<file path="src/hdl/rtcs_map.svh">
`ifndef RTCS_MAP_SVH
`define RTCS_MAP_SVH
`define RTCS_CLK_PERIOD_NS 100
`define RTCS_OVR_STEP_NS   1000
`define RTCS_OVR_STEP_CYC  ((`RTCS_OVR_STEP_NS + `RTCS_CLK_PERIOD_NS - 1) / `RTCS_CLK_PERIOD_NS)
`define RTCS_OVR_STEPS     4
`define RTCS_OVR_PATTERN   8'hd2
`define RTCS_SLV_ADDR      7'h51
`define RTCS_BYTE_BITS     4'h8
`define RTCS_PTR_RST       4'h0
`define RTCS_SYNC_RST      3'h3
`endif

</file>
<file path="src/hdl/rtcs_pkg.sv">
package rtcs_pkg;
	typedef enum logic [3:0] {
		ST_IDLE,
		ST_ADDR,
		ST_ADDR_ACK,
		ST_REG,
		ST_REG_ACK,
		ST_WDATA,
		ST_WACK,
		ST_RDATA,
		ST_RACK,
		ST_WAIT
	} rtcs_state_e;

	typedef struct packed {
		logic scl;
		logic sda;
	} rtcs_lines_s;

	typedef struct packed {
		logic       strobe;
		logic [3:0] addr;
		logic [7:0] data;
	} rtcs_wr_s;
endpackage : rtcs_pkg

</file>
<file path="src/hdl/rtcs_i2c_slave.sv">
`timescale 1ns/10ps
`include "rtcs_map.svh"
module rtcs_i2c_slave #(
	parameter int unsigned                OVR_STEPS   = `RTCS_OVR_STEPS,
	parameter logic [2*OVR_STEPS-1:0]     OVR_PATTERN = `RTCS_OVR_PATTERN,
	parameter int unsigned                OVR_MIN_CYC = `RTCS_OVR_STEP_CYC
) (
	input  wire logic                     core_clk,
	input  wire logic                     rst_b,
	input  wire logic                     scl_in,
	input  wire logic                     sda_in,
	output logic                          sda_out,
	output logic                          sda_oe,
	input  wire logic                     osc_running,
	input  wire logic                     override_permit_bit,
	input  wire logic [7:0]               reg_rdata,
	output logic      [3:0]               reg_addr,
	output rtcs_pkg::rtcs_wr_s            reg_wr,
	output logic                          reg_rd,
	output logic                          internal_reset,
	output logic                          override_mode,
	output logic                          bus_busy
);
	logic [2:0]            sync_q;
	logic                  scl_s;
	logic                  sda_s;
	logic                  osc_s;
	logic                  scl_p_reg;
	logic                  sda_p_reg;
	logic                  scl_rise;
	logic                  scl_fall;
	logic                  start_det;
	logic                  stop_det;
	logic                  byte_end;
	logic                  addr_hit;
	logic                  int_rst;
	logic                  ovr_enter;
	logic                  ovr_reg;
	logic                  busy_reg;
	logic                  mack_reg;
	logic [3:0]            cnt_reg;
	logic [7:0]            shift_reg;
	logic [7:0]            tx_reg;
	logic [3:0]            ptr_reg;
	rtcs_pkg::rtcs_state_e state_reg;
	rtcs_pkg::rtcs_lines_s lines;

	rtcs_sync #(
		.W       (3),
		.RST_VAL (`RTCS_SYNC_RST)
	) u_sync (
		.core_clk (core_clk),
		.rst_b    (rst_b),
		.d        ({osc_running, sda_in, scl_in}),
		.q        (sync_q)
	);

	assign scl_s     = sync_q[0];
	assign sda_s     = sync_q[1];
	assign osc_s     = sync_q[2];
	assign lines     = '{scl: scl_s, sda: sda_s};

	always_ff @(posedge core_clk or negedge rst_b)
	begin
		if (!rst_b)
		begin
			scl_p_reg <= 1'b1;
			sda_p_reg <= 1'b1;
		end
		else
		begin
			scl_p_reg <= scl_s;
			sda_p_reg <= sda_s;
		end
	end

	// Clock is only ever sampled, never driven
	assign scl_rise  = scl_s & ~scl_p_reg;
	assign scl_fall  = ~scl_s & scl_p_reg;
	// Data moving under a high clock is a condition, not a bit
	assign start_det = scl_s & scl_p_reg & sda_p_reg & ~sda_s;
	assign stop_det  = scl_s & scl_p_reg & ~sda_p_reg & sda_s;
	assign byte_end  = scl_fall && cnt_reg == `RTCS_BYTE_BITS;
	assign addr_hit  = shift_reg[7:1] == `RTCS_SLV_ADDR;

	rtcs_por_ovr #(
		.STEPS   (OVR_STEPS),
		.PATTERN (OVR_PATTERN),
		.MIN_CYC (OVR_MIN_CYC)
	) u_ovr (
		.core_clk (core_clk),
		.rst_b    (rst_b),
		.arm      (int_rst & override_permit_bit),
		.lines    (lines),
		.enter    (ovr_enter)
	);

	// Permit at zero only vetoes the override, nothing else
	always_ff @(posedge core_clk or negedge rst_b)
	begin
		if (!rst_b)
		begin
			ovr_reg <= 1'b0;
		end
		else if (!override_permit_bit)
		begin
			ovr_reg <= 1'b0;
		end
		else if (ovr_enter)
		begin
			ovr_reg <= 1'b1;
		end
	end

	// Stopped oscillator holds reset unless overridden
	assign int_rst        = ~osc_s & ~ovr_reg;
	assign internal_reset = int_rst;
	assign override_mode  = ovr_reg;
	assign sda_out        = 1'b0;
	assign reg_addr       = ptr_reg;
	assign bus_busy       = busy_reg;

	always_ff @(posedge core_clk or negedge rst_b)
	begin
		if (!rst_b)
		begin
			busy_reg <= 1'b0;
		end
		else if (int_rst || stop_det)
		begin
			busy_reg <= 1'b0;
		end
		else if (start_det)
		begin
			busy_reg <= 1'b1;
		end
	end

	// Protocol state; normal service resumes once reset lifts
	always_ff @(posedge core_clk or negedge rst_b)
	begin
		if (!rst_b)
		begin
			state_reg <= rtcs_pkg::ST_IDLE;
			cnt_reg   <= 4'h0;
			shift_reg <= 8'h00;
			tx_reg    <= 8'h00;
			mack_reg  <= 1'b0;
		end
		else if (int_rst)
		begin
			state_reg <= rtcs_pkg::ST_IDLE;
			cnt_reg   <= 4'h0;
			shift_reg <= 8'h00;
			tx_reg    <= 8'h00;
			mack_reg  <= 1'b0;
		end
		else if (start_det)
		begin
			state_reg <= rtcs_pkg::ST_ADDR;
			cnt_reg   <= 4'h0;
		end
		else if (stop_det)
		begin
			state_reg <= rtcs_pkg::ST_IDLE;
		end
		else
		begin
			case (state_reg)
				rtcs_pkg::ST_ADDR,
				rtcs_pkg::ST_REG,
				rtcs_pkg::ST_WDATA:
				begin
					if (scl_rise)
					begin
						shift_reg <= {shift_reg[6:0], sda_s};
						cnt_reg   <= cnt_reg + 4'h1;
					end
					else if (byte_end)
					begin
						cnt_reg <= 4'h0;
						if (state_reg == rtcs_pkg::ST_ADDR)
						begin
							state_reg <= addr_hit ? rtcs_pkg::ST_ADDR_ACK : rtcs_pkg::ST_WAIT;
						end
						else if (state_reg == rtcs_pkg::ST_REG)
						begin
							state_reg <= rtcs_pkg::ST_REG_ACK;
						end
						else
						begin
							state_reg <= rtcs_pkg::ST_WACK;
						end
					end
				end
				rtcs_pkg::ST_ADDR_ACK:
				begin
					if (scl_fall)
					begin
						if (shift_reg[0])
						begin
							state_reg <= rtcs_pkg::ST_RDATA;
							tx_reg    <= reg_rdata;
						end
						else
						begin
							state_reg <= rtcs_pkg::ST_REG;
						end
					end
				end
				rtcs_pkg::ST_REG_ACK,
				rtcs_pkg::ST_WACK:
				begin
					if (scl_fall)
					begin
						state_reg <= rtcs_pkg::ST_WDATA;
					end
				end
				rtcs_pkg::ST_RDATA:
				begin
					if (scl_rise)
					begin
						cnt_reg <= cnt_reg + 4'h1;
					end
					else if (byte_end)
					begin
						cnt_reg   <= 4'h0;
						state_reg <= rtcs_pkg::ST_RACK;
					end
					else if (scl_fall)
					begin
						tx_reg <= {tx_reg[6:0], 1'b0};
					end
				end
				rtcs_pkg::ST_RACK:
				begin
					if (scl_rise)
					begin
						mack_reg <= ~sda_s;
					end
					else if (scl_fall)
					begin
						if (mack_reg)
						begin
							state_reg <= rtcs_pkg::ST_RDATA;
							tx_reg    <= reg_rdata;
						end
						else
						begin
							state_reg <= rtcs_pkg::ST_WAIT;
						end
					end
				end
				rtcs_pkg::ST_IDLE,
				rtcs_pkg::ST_WAIT:
				begin
					cnt_reg <= 4'h0;
				end
				default:
				begin
					state_reg <= rtcs_pkg::ST_IDLE;
				end
			endcase
		end
	end

	// Data line moves on clock falls, or is released at once by start, stop or internal reset
	always_ff @(posedge core_clk or negedge rst_b)
	begin
		if (!rst_b)
		begin
			sda_oe <= 1'b0;
		end
		else if (int_rst || start_det || stop_det)
		begin
			sda_oe <= 1'b0;
		end
		else if (scl_fall)
		begin
			case (state_reg)
				rtcs_pkg::ST_ADDR:     sda_oe <= byte_end & addr_hit;
				rtcs_pkg::ST_REG,
				rtcs_pkg::ST_WDATA:    sda_oe <= byte_end;
				rtcs_pkg::ST_ADDR_ACK: sda_oe <= shift_reg[0] & ~reg_rdata[7];
				rtcs_pkg::ST_RDATA:    sda_oe <= ~byte_end & ~tx_reg[6];
				rtcs_pkg::ST_RACK:     sda_oe <= mack_reg & ~reg_rdata[7];
				default:               sda_oe <= 1'b0;
			endcase
		end
	end

	always_ff @(posedge core_clk or negedge rst_b)
	begin
		if (!rst_b)
		begin
			ptr_reg <= `RTCS_PTR_RST;
		end
		else if (int_rst)
		begin
			ptr_reg <= `RTCS_PTR_RST;
		end
		else if (byte_end && state_reg == rtcs_pkg::ST_REG)
		begin
			ptr_reg <= shift_reg[3:0];
		end
		else if (scl_fall && state_reg == rtcs_pkg::ST_WACK)
		begin
			ptr_reg <= ptr_reg + 4'h1;
		end
		else if (byte_end && state_reg == rtcs_pkg::ST_RDATA)
		begin
			ptr_reg <= ptr_reg + 4'h1;
		end
	end

	always_ff @(posedge core_clk or negedge rst_b)
	begin
		if (!rst_b)
		begin
			reg_wr <= '0;
			reg_rd <= 1'b0;
		end
		else
		begin
			reg_wr.strobe <= ~int_rst & byte_end & (state_reg == rtcs_pkg::ST_WDATA);
			reg_wr.addr   <= ptr_reg;
			reg_wr.data   <= shift_reg;
			reg_rd        <= ~int_rst & scl_fall & ((state_reg == rtcs_pkg::ST_ADDR_ACK & shift_reg[0])
			                 | (state_reg == rtcs_pkg::ST_RACK & mack_reg));
		end
	end
endmodule : rtcs_i2c_slave

</file>
<file path="src/hdl/rtcs_sync.sv">
`timescale 1ns/10ps
module rtcs_sync #(
	parameter int unsigned     W       = 1,
	parameter logic [W-1:0]    RST_VAL = '0
) (
	input  wire logic          core_clk,
	input  wire logic          rst_b,
	input  wire logic [W-1:0]  d,
	output logic      [W-1:0]  q
);
	logic [W-1:0] meta_reg;

	// First stage feeds only the second
	always_ff @(posedge core_clk or negedge rst_b)
	begin
		if (!rst_b)
		begin
			meta_reg <= RST_VAL;
			q        <= RST_VAL;
		end
		else
		begin
			meta_reg <= d;
			q        <= meta_reg;
		end
	end
endmodule : rtcs_sync

</file>
<file path="src/hdl/rtcs_por_ovr.sv">
`timescale 1ns/10ps
module rtcs_por_ovr #(
	parameter int unsigned          STEPS   = 4,
	parameter logic [2*STEPS-1:0]   PATTERN = '0,
	parameter int unsigned          MIN_CYC = 1
) (
	input  wire logic               core_clk,
	input  wire logic               rst_b,
	input  wire logic               arm,
	input  rtcs_pkg::rtcs_lines_s   lines,
	output logic                    enter
);
	localparam int unsigned SW = $clog2(STEPS);
	localparam int unsigned CW = $clog2(MIN_CYC + 1);
	localparam logic [SW-1:0] LAST  = SW'(STEPS - 1);
	localparam logic [CW-1:0] MIN_C = CW'(MIN_CYC);
	localparam logic [CW-1:0] MIN_M = CW'(MIN_CYC - 1);

	logic [1:0]    pat [STEPS];
	logic [SW-1:0] step_reg;
	logic [SW-1:0] nxt_idx;
	logic [CW-1:0] cnt_reg;
	logic [1:0]    now;

	for (genvar i = 0; i < STEPS; i++)
	begin : g_pat
		assign pat[i] = PATTERN[2*i +: 2];
	end

	assign now     = lines;
	assign nxt_idx = (step_reg == LAST) ? step_reg : step_reg + SW'(1);

	// Each step must be held; any stray level restarts the walk
	always_ff @(posedge core_clk or negedge rst_b)
	begin
		if (!rst_b)
		begin
			step_reg <= '0;
			cnt_reg  <= '0;
			enter    <= 1'b0;
		end
		else
		begin
			enter <= 1'b0;
			if (!arm)
			begin
				step_reg <= '0;
				cnt_reg  <= '0;
			end
			else if (now == pat[step_reg])
			begin
				if (step_reg == LAST && cnt_reg == MIN_M)
				begin
					enter    <= 1'b1;
					step_reg <= '0;
					cnt_reg  <= '0;
				end
				else if (cnt_reg != MIN_C)
				begin
					cnt_reg <= cnt_reg + CW'(1);
				end
			end
			else if (step_reg != LAST && now == pat[nxt_idx] && cnt_reg == MIN_C)
			begin
				step_reg <= nxt_idx;
				cnt_reg  <= CW'(1);
			end
			else
			begin
				step_reg <= '0;
				cnt_reg  <= (now == pat[0]) ? CW'(1) : '0;
			end
		end
	end
endmodule : rtcs_por_ovr

</file>
<file path="config.mk">
export PLATFORM = sky130hd
export DESIGN_NAME = rtcs_i2c_slave
export DESIGN_NICKNAME = d
export VERILOG_FILES = /design/src/hdl/rtcs_pkg.sv /design/src/hdl/rtcs_i2c_slave.sv /design/src/hdl/rtcs_sync.sv /design/src/hdl/rtcs_por_ovr.sv
export VERILOG_INCLUDE_DIRS = /design/src /design/src/hdl
export SDC_FILE = /design/constraint.sdc
export NUM_CORES = 1
export LEC_CHECK = 0
export BUFFER_PORTS_ARGS = -buffer_cell sky130_fd_sc_hd__buf_2
export CAP_MARGIN = 20
export CORE_MARGIN = 3
export CORE_UTILIZATION = 58
export CTS_CLUSTER_DIAMETER = 60
export DETAILED_ROUTE_END_ITERATION = 8
export PLACE_DENSITY_LB_ADDON = 0.08
export SLEW_MARGIN = 20
export SYNTH_ARGS = -nofsm -noshare
export SYNTH_HDL_FRONTEND = slang
export SYNTH_SLANG_ARGS = --single-unit
</file>
<file path="constraint.sdc">
create_clock -name core_clk -period 2.4 [get_ports core_clk]
set_input_delay 0.36 -clock core_clk [delete_from_list [all_inputs] [get_ports core_clk]]
set_output_delay 0.36 -clock core_clk [all_outputs]
set_load 0.005 [all_outputs]
</file>
== After elaboration in Yosys (flattened, before gate mapping) ==
Index checks and enable logic that the tools add are counted.
Operators by class
  $add $sub $neg: 4
  magnitude comparators: 2
  eq/ne operators: 43
  mux-type cells: 76
  bitwise operators: 32
  reductions and logical operators: 29
Operators with widths (count)
  4-bit 2-to-1 mux: 28
  7-bit 2-to-1 mux: 11
  8-bit 2-to-1 mux: 5
  5-bit inequality test, second input constant: 8
  3-bit inequality test, second input constant: 9
  4-bit one-hot mux with 6 select lines: 1
  7-bit one-hot mux with 3 select lines: 1
  4-bit equality test, second input constant: 5
  2-bit 2-to-1 mux: 10
  1-bit bitwise AND: 19
  4-bit by 3-bit equality test with 1-bit output, second input constant: 4
  1-bit 2-to-1 mux: 15
  4-bit by 1-bit adder with 4-bit output, second input constant: 3
  4-bit inequality test, second input constant: 3
  4-bit nonzero test: 3
  11-bit AND reduction: 1
  1-bit inverter: 10
  2-bit nonzero test: 5
  9-bit AND reduction: 1
  2-bit binary-select mux with 2-bit select: 2
  4-bit by 2-bit equality test with 1-bit output, second input constant: 2
  4-bit one-hot mux with 2 select lines: 1
  4-bit AND reduction: 2
  7-bit equality test, second input constant: 1
  other kinds (20): 36
Storage, ports and cells
  register bits: 60
  output and inout port bits: 23
  word-level logic and storage cells: 206

== Longest topological paths before layout ==
  depth after elaboration: 12
  gate-level depth with buffers: 7
  depth with buffers taken out: 7

== Hierarchy ==
A second synthesis with hierarchy kept.
Unflattened totals
  cells, all modules: 299
  area total of the unflattened synthesis: 3001.6 um2
Modules (own cells, without submodules)
  rtcs_i2c_slave: instances 1, cells each 243, area an instance 2353.5 um2
  rtcs_por_ovr: instances 1, cells each 50, area an instance 493.0 um2
  rtcs_sync: instances 1, cells each 6, area an instance 155.1 um2

== Least setup slack after synthesis ==
Ideal clock, no wire load.
  path type: flip-flop to flip-flop
  start: reg u_ovr.step_reg[1]
  end: reg u_ovr.cnt_reg[0]
  library setup time: 0.077 ns
  data arrival time: 1.748 ns
  data required time: 2.323 ns
  slack: 0.574 ns
  cell stages (with the launch flop): 8
  buffers on the path: 0
  clock period less this slack: 1.826 ns
  cell sequence: dfrtp_1 inv_1 ha_1 xnor2_1 or4_4 nand2b_4 a21o_1 a21oi_1
On the way
  cells in the longest elaborated chain, start to end: 12
  elaborated cells on any way between the ends: 22
  those cells by class: 1 x add/sub; 5 x eq/ne; 11 x mux; 2 x bitwise; 3 x reduce/logical
RTL lines
  start: declaration: RTL line rtcs_por_ovr.sv:20  | logic [SW-1:0] step_reg;
  start signal: assignment: RTL line rtcs_por_ovr.sv:65  | step_reg <= nxt_idx;
  2-bit by 1-bit adder with 2-bit output or 2-bit equality test (tied branches): RTL line rtcs_por_ovr.sv:31, rtcs_por_ovr.sv:52
  2-bit 2-to-1 mux: RTL line rtcs_por_ovr.sv:31  | assign nxt_idx = (step_reg == LAST) ? step_reg : step_reg + SW'(1);
  2-bit inverter with 3-bit output (implied by the code): RTL line rtcs_por_ovr.sv:63  | else if (step_reg != LAST && now == pat[nxt_idx] && cnt_reg == MIN_C)
  2-bit binary-select mux with 2-bit select: RTL line rtcs_por_ovr.sv:63
  2-bit 2-to-1 mux (implied by the code) (2 in series): RTL line rtcs_por_ovr.sv:63
  2-bit equality test: RTL line rtcs_por_ovr.sv:63
  1-bit logical AND (2 in series): RTL line rtcs_por_ovr.sv:63
  4-bit 2-to-1 mux: RTL line rtcs_por_ovr.sv:63
  4-bit 2-to-1 mux: RTL line rtcs_por_ovr.sv:50  | else if (now == pat[step_reg])
  4-bit 2-to-1 mux: RTL line rtcs_por_ovr.sv:45  | if (!arm)
  end signal: assignment: RTL line rtcs_por_ovr.sv:60  | cnt_reg <= cnt_reg + CW'(1);
  end signal: assignment: RTL line rtcs_por_ovr.sv:71  | cnt_reg <= (now == pat[0]) ? CW'(1) : '0;
  end: declaration: RTL line rtcs_por_ovr.sv:22  | logic [CW-1:0] cnt_reg;
Several ways; a longest one is shown, not always the timed one. The select of a mux whose other input is x is not followed.
A chain may end at the register's enable or synchronous reset.

== Worst setup path after layout ==
  start: reg state_reg[2]
  end: reg tx_reg[4]
On the way
  cells in the longest elaborated chain, start to end: 5
  elaborated cells on any way between the ends: 17
  those cells by class: 11 x eq/ne; 4 x mux; 2 x reduce/logical
RTL lines
  start: declaration: RTL line rtcs_i2c_slave.sv:45  | rtcs_pkg::rtcs_state_e state_reg;
  start signal: assignment: RTL line rtcs_i2c_slave.sv:144  | state_reg <= rtcs_pkg::ST_IDLE;
  start signal: assignment: RTL line rtcs_i2c_slave.sv:152  | state_reg <= rtcs_pkg::ST_IDLE;
  start signal: assignment: RTL line rtcs_i2c_slave.sv:160  | state_reg <= rtcs_pkg::ST_ADDR;
  4-bit equality test, or another cell as far along: RTL line rtcs_i2c_slave.sv:169  | case (state_reg)
  7-bit one-hot mux with 3 select lines: RTL line rtcs_i2c_slave.sv:169
  7-bit 2-to-1 mux: RTL line rtcs_i2c_slave.sv:163  | else if (stop_det)
  7-bit 2-to-1 mux: RTL line rtcs_i2c_slave.sv:158  | else if (start_det)
  7-bit 2-to-1 mux: RTL line rtcs_i2c_slave.sv:150  | else if (int_rst)
  end signal: assignment: RTL line rtcs_i2c_slave.sv:203  | tx_reg <= reg_rdata;
  end signal: assignment: RTL line rtcs_i2c_slave.sv:232  | tx_reg <= {tx_reg[6:0], 1'b0};
  end signal: assignment: RTL line rtcs_i2c_slave.sv:246  | tx_reg <= reg_rdata;
  end: declaration: RTL line rtcs_i2c_slave.sv:43  | logic [7:0] tx_reg;
Several ways; a longest one is shown, not always the timed one. The select of a mux whose other input is x is not followed.

==> run_results.csv <==
group,metric,value,unit
cts,worst_skew_pair.late_latency,0.33,ns
sta,maxSlewHeadroom,0.487,
critical_path,timing.critical_path.from_type,"flop",
critical_path,critical_path_buf_inv_count,0,
critical_path,setup.worst_path.class,"flop to flop",
global_routing,grt_start_max_net_pins,34,
layout,layout.area.seq,0.00151,mm^2
layout,nNetsFinal,367,
die,total_core_area,0.00494,mm^2
cts,ctsRootBufferMaster,"sky130_fd_sc_hd__clkbuf_8",
sta,whs,0.125,ns
global_routing,wire_length_of_the_first_global_routing_pass,10.1,mm
global_routing,antenna_violations_before_repair,0,
synth,seq_area_frac_synth,0.486,
sta,worstMarginPinSlew,0.767,ns
die,floorplan.initialDensity,0.628,
synth,synthDistinctLibCells,63,
critical_path,timing.critical_path.depth,5,
layout,antennaDiodeCount,0,
critical_path,r2r-end,"tx_reg[4]",
synth,post-synth-top-count-cell,"sky130_fd_sc_hd__dfrtp_1",
synth,post_synthesis_instance_total,304,
critical_path,critPathArrivalTime,2.39,ns
die,die_area,0.00626,mm^2
critical_path,setup.reg_to_reg.worst_slack,0.26,ns
die,boundaryPins,37,
synth,number_of_enable_type_register_cells_in_the_synthesized_netlist,0,
place,placedInstanceArea,0.00330,mm^2
critical_path,r2r-start,"state_reg[2]",
detailed_routing,route.antenna.remaining_nets,0,
sta,finalCriticalPeriod,2.14,ns
power_and_ir_drop,pwr_density_cell,677,mW/mm^2
detailed_routing,routed_wire_length_per_instance,13.9,um
layout,final.fill_count,388,
cts,htreeDepth,3,
cts,cts.reportedPaths.clkPinSlew,0.07,ns
status,status,"complete, no violations",
synth,synthesis.nets,327,
global_routing,vias_in_the_first_global_route,2145,
cts,cts_tree,"yes",
layout,final_core_utilization,0.712,
power_and_ir_drop,leakage,1.66,nW
power_and_ir_drop,seq_power_share,0.465,
synth,yosys.area.top_type,"sky130_fd_sc_hd__dfrtp_1",
synth,synth-main-ff-cell,"sky130_fd_sc_hd__dfrtp_1",
synth,syn_avg_cell_area,10.2,um^2
detailed_routing,routed_wl,5.77,mm
cts,cts_made_buffers,9,
layout,post_route_cells_drive_above_1_share,0.232,
sta,fmaxAchievable,468,MHz
die,die_y,79.1,um
layout,largest_register_ffs,13,
cts,numClockSinks,60,
min_path,hold_start,"osc_running",
detailed_routing,drt_drc_violations_left,0,
detailed_routing,dr.pass1.iters,4,
global_routing,total_track_usage,0.206,
sta,unrepaired_setup_endpoints_after_global_routing,"no",
synth,ys_top_cells_by_area,"sky130_fd_sc_hd__dfrtp_1 44%, sky130_fd_sc_hd__dfstp_2 5.1%, sky130_fd_sc_hd__o21ai_0 4.5%, sky130_fd_sc_hd__ha_1 3.6%, sky130_fd_sc_hd__nand2_1 3.4%",
cts,cts_max_path_buffers,2,
synth,proportion_of_netlist_area_held_by_the_largest_area_contributor,0.435,
min_path,whs_endpoint,"u_sync.meta_reg[2]",
min_path,min_path_cells,1,
cts,cts_setup_buffers,0,
detailed_routing,routed_via_density,5.56,
power_and_ir_drop,pwr-share-comb,0.145,
synth,yosys_register_bits,60,
synth,postSynth.asyncResetShare,1.00,
layout,final_design_area_no_fill,0.00352,mm^2
sta,timing.final.hold_violations,0,
power_and_ir_drop,vdd.ir_drop.worst,0.000540,V
critical_path,setup.worst_path.end_class,"flop",
detailed_routing,vias,2312,
critical_path,worstPathMaxFanout,15,
power_and_ir_drop,report.power.total,0.00239,W
critical_path,maximum_cell_stage_delay_along_the_critical_path,0.70,ns
synth,syn-cell-area,0.00310,mm^2
sta,timing.final.max_slew_violations,0,
power_and_ir_drop,p_sw_frac,0.271,
power_and_ir_drop,p_switching,0.000647,W
sta,setup_total_negative_slack,0,ns
power_and_ir_drop,cell_internal_pwr,0.00174,W
die,die_width,79.1,um
place,place_congestion,0.881,
critical_path,critical-path-slowest-cell,"sky130_fd_sc_hd__dfrtp_1",
place,post-dp-hpwl,4.16,mm
sta,setup_viol_count_final,0,
critical_path,crit_chain,"nor2_1 -> o21bai_1 -> a2bb2oi_1 -> o21ai_0 -> a21oi_1",
min_path,worst_hold_class,"input port to flop",
global_routing,globalRoute.totalOverflow,0,
die,num_rows,25,
layout,multi_input_comb_area,0.00144,mm^2
sta,fin_worst_skew,0.00692,ns
critical_path,timing.critical_path.required,2.65,ns
sta,finalCritPeriodShare,0.890,
synth,post_synth_most_frequent_cells,"54 x sky130_fd_sc_hd__dfrtp_1, 28 x sky130_fd_sc_hd__nand2_1, 28 x sky130_fd_sc_hd__o21ai_0, 20 x sky130_fd_sc_hd__a21oi_1, 15 x sky130_fd_sc_hd__nor2_1",
layout,synthToLayoutAreaGrowth,13.5,%
detailed_routing,drt_iter0_drc,139,
power_and_ir_drop,pwr-share-clk,0.390,
critical_path,worst_path_dominant_cell_family,"compound AO/OA/AOI/OAI gates",
place,port_buffers,35,
job,timing.max_cap.violations,0,
critical_path,rr_worst_depth,5,
synth,synthesis.yosys.warnings,0,
-- worst max-delay path by stage --
stage	startpoint	endpoint	slack [ns]
floorplan	u_ovr.step_reg[1]	u_ovr.cnt_reg[0]	0.57
global placement	state_reg[1]	tx_reg[0]	0.37
detailed placement	state_reg[2]	tx_reg[4]	0.29
CTS	state_reg[2]	tx_reg[4]	0.27
global route	state_reg[2]	tx_reg[2]	0.002
finish	state_reg[2]	tx_reg[4]	0.26
-- repair_timing --
item | 4_1_cts | 5_1_grt
resized for setup | 0 | 0
endpoints found under the hold margin | 6 | 0
hold buffers | 1 | 0
-- stage by stage --
stage / cells / worst slack [ns]
after floorplan: 304 / 0.574
after global placement: 399 / 0.373
after detailed placement: 399 / 0.294
after CTS: 416 / 0.265
after global routing: 416 / 0.00223
final: 416 / 0.264
-- final cells by class --
cell class                 count  share of cell area
inverter                      11              0.0117
clock inverter                 5              0.0167
multi-input combinational    219               0.409
sequential                    60               0.429
clock buffer                  11              0.0430
tap                           67              0.0238
timing repair buffer          43              0.0675
-- metal layers --
| metal | routed length, um | part of all wire | global-route usage |
|---|---|---|---|
| met3 | 281 | 0.049 | 0.0544 |
| met5 | 0 | 0 | 0 |
| met4 | 90 | 0.016 | 0.0722 |
| met1 | 2870 | 0.50 | 0.286 |
| met2 | 2530 | 0.44 | 0.311 |
-- cell families (layout without fill, tap and decap cells) --
group,after synthesis,count (layout),share of synthesized area
AND/OR/NAND/NOR,113,113,0.224
AO/OA/AOI/OAI,82,82,0.159
flip-flops,60,60,0.486
buffers and inverters,25,70,0.0500
adder cells (fa/ha/maj),9,9,0.0363
multiplexers,8,8,0.0258
XOR/XNOR,6,6,0.0169
other,1,1,0.00121
-- layout by cell type (no fill, tap or decap), drive strengths merged, types with 3 or more instances in the layout --
master	netlist	final
o22ai	3	3
nand3b	4	4
mux2i	8	8
and3	5	5
a21oi	20	20
a211oi	4	4
nor3	8	8
nand3	9	9
o31ai	5	5
or3	8	8
nand2	28	28
dfrtp	54	54
nor2b	6	6
dfstp	6	6
ha	9	9
buf	10	42
o211ai	3	3
a31oi	4	4
clkbuf	4	11
nor2	16	16
o21ai	32	32
and3b	3	3
nor3b	4	4
nand2b	9	9
xnor2	4	4
inv	11	12
-- power groups by stage --
| stage | sequential [W] | clock, W | combinational, W |
|---|---|---|---|
| floorplan | 0.00110 | 0 | 0.000284 |
| global placement | 0.00112 | 0 | 0.000340 |
| detailed placement | 0.00113 | 0 | 0.000344 |
| CTS | 0.00111 | 0.000951 | 0.000347 |
| global route | 0.00111 | 0.00101 | 0.000387 |
| finish | 0.00111 | 0.000930 | 0.000347 |
(Power assumes the default switching activity.)
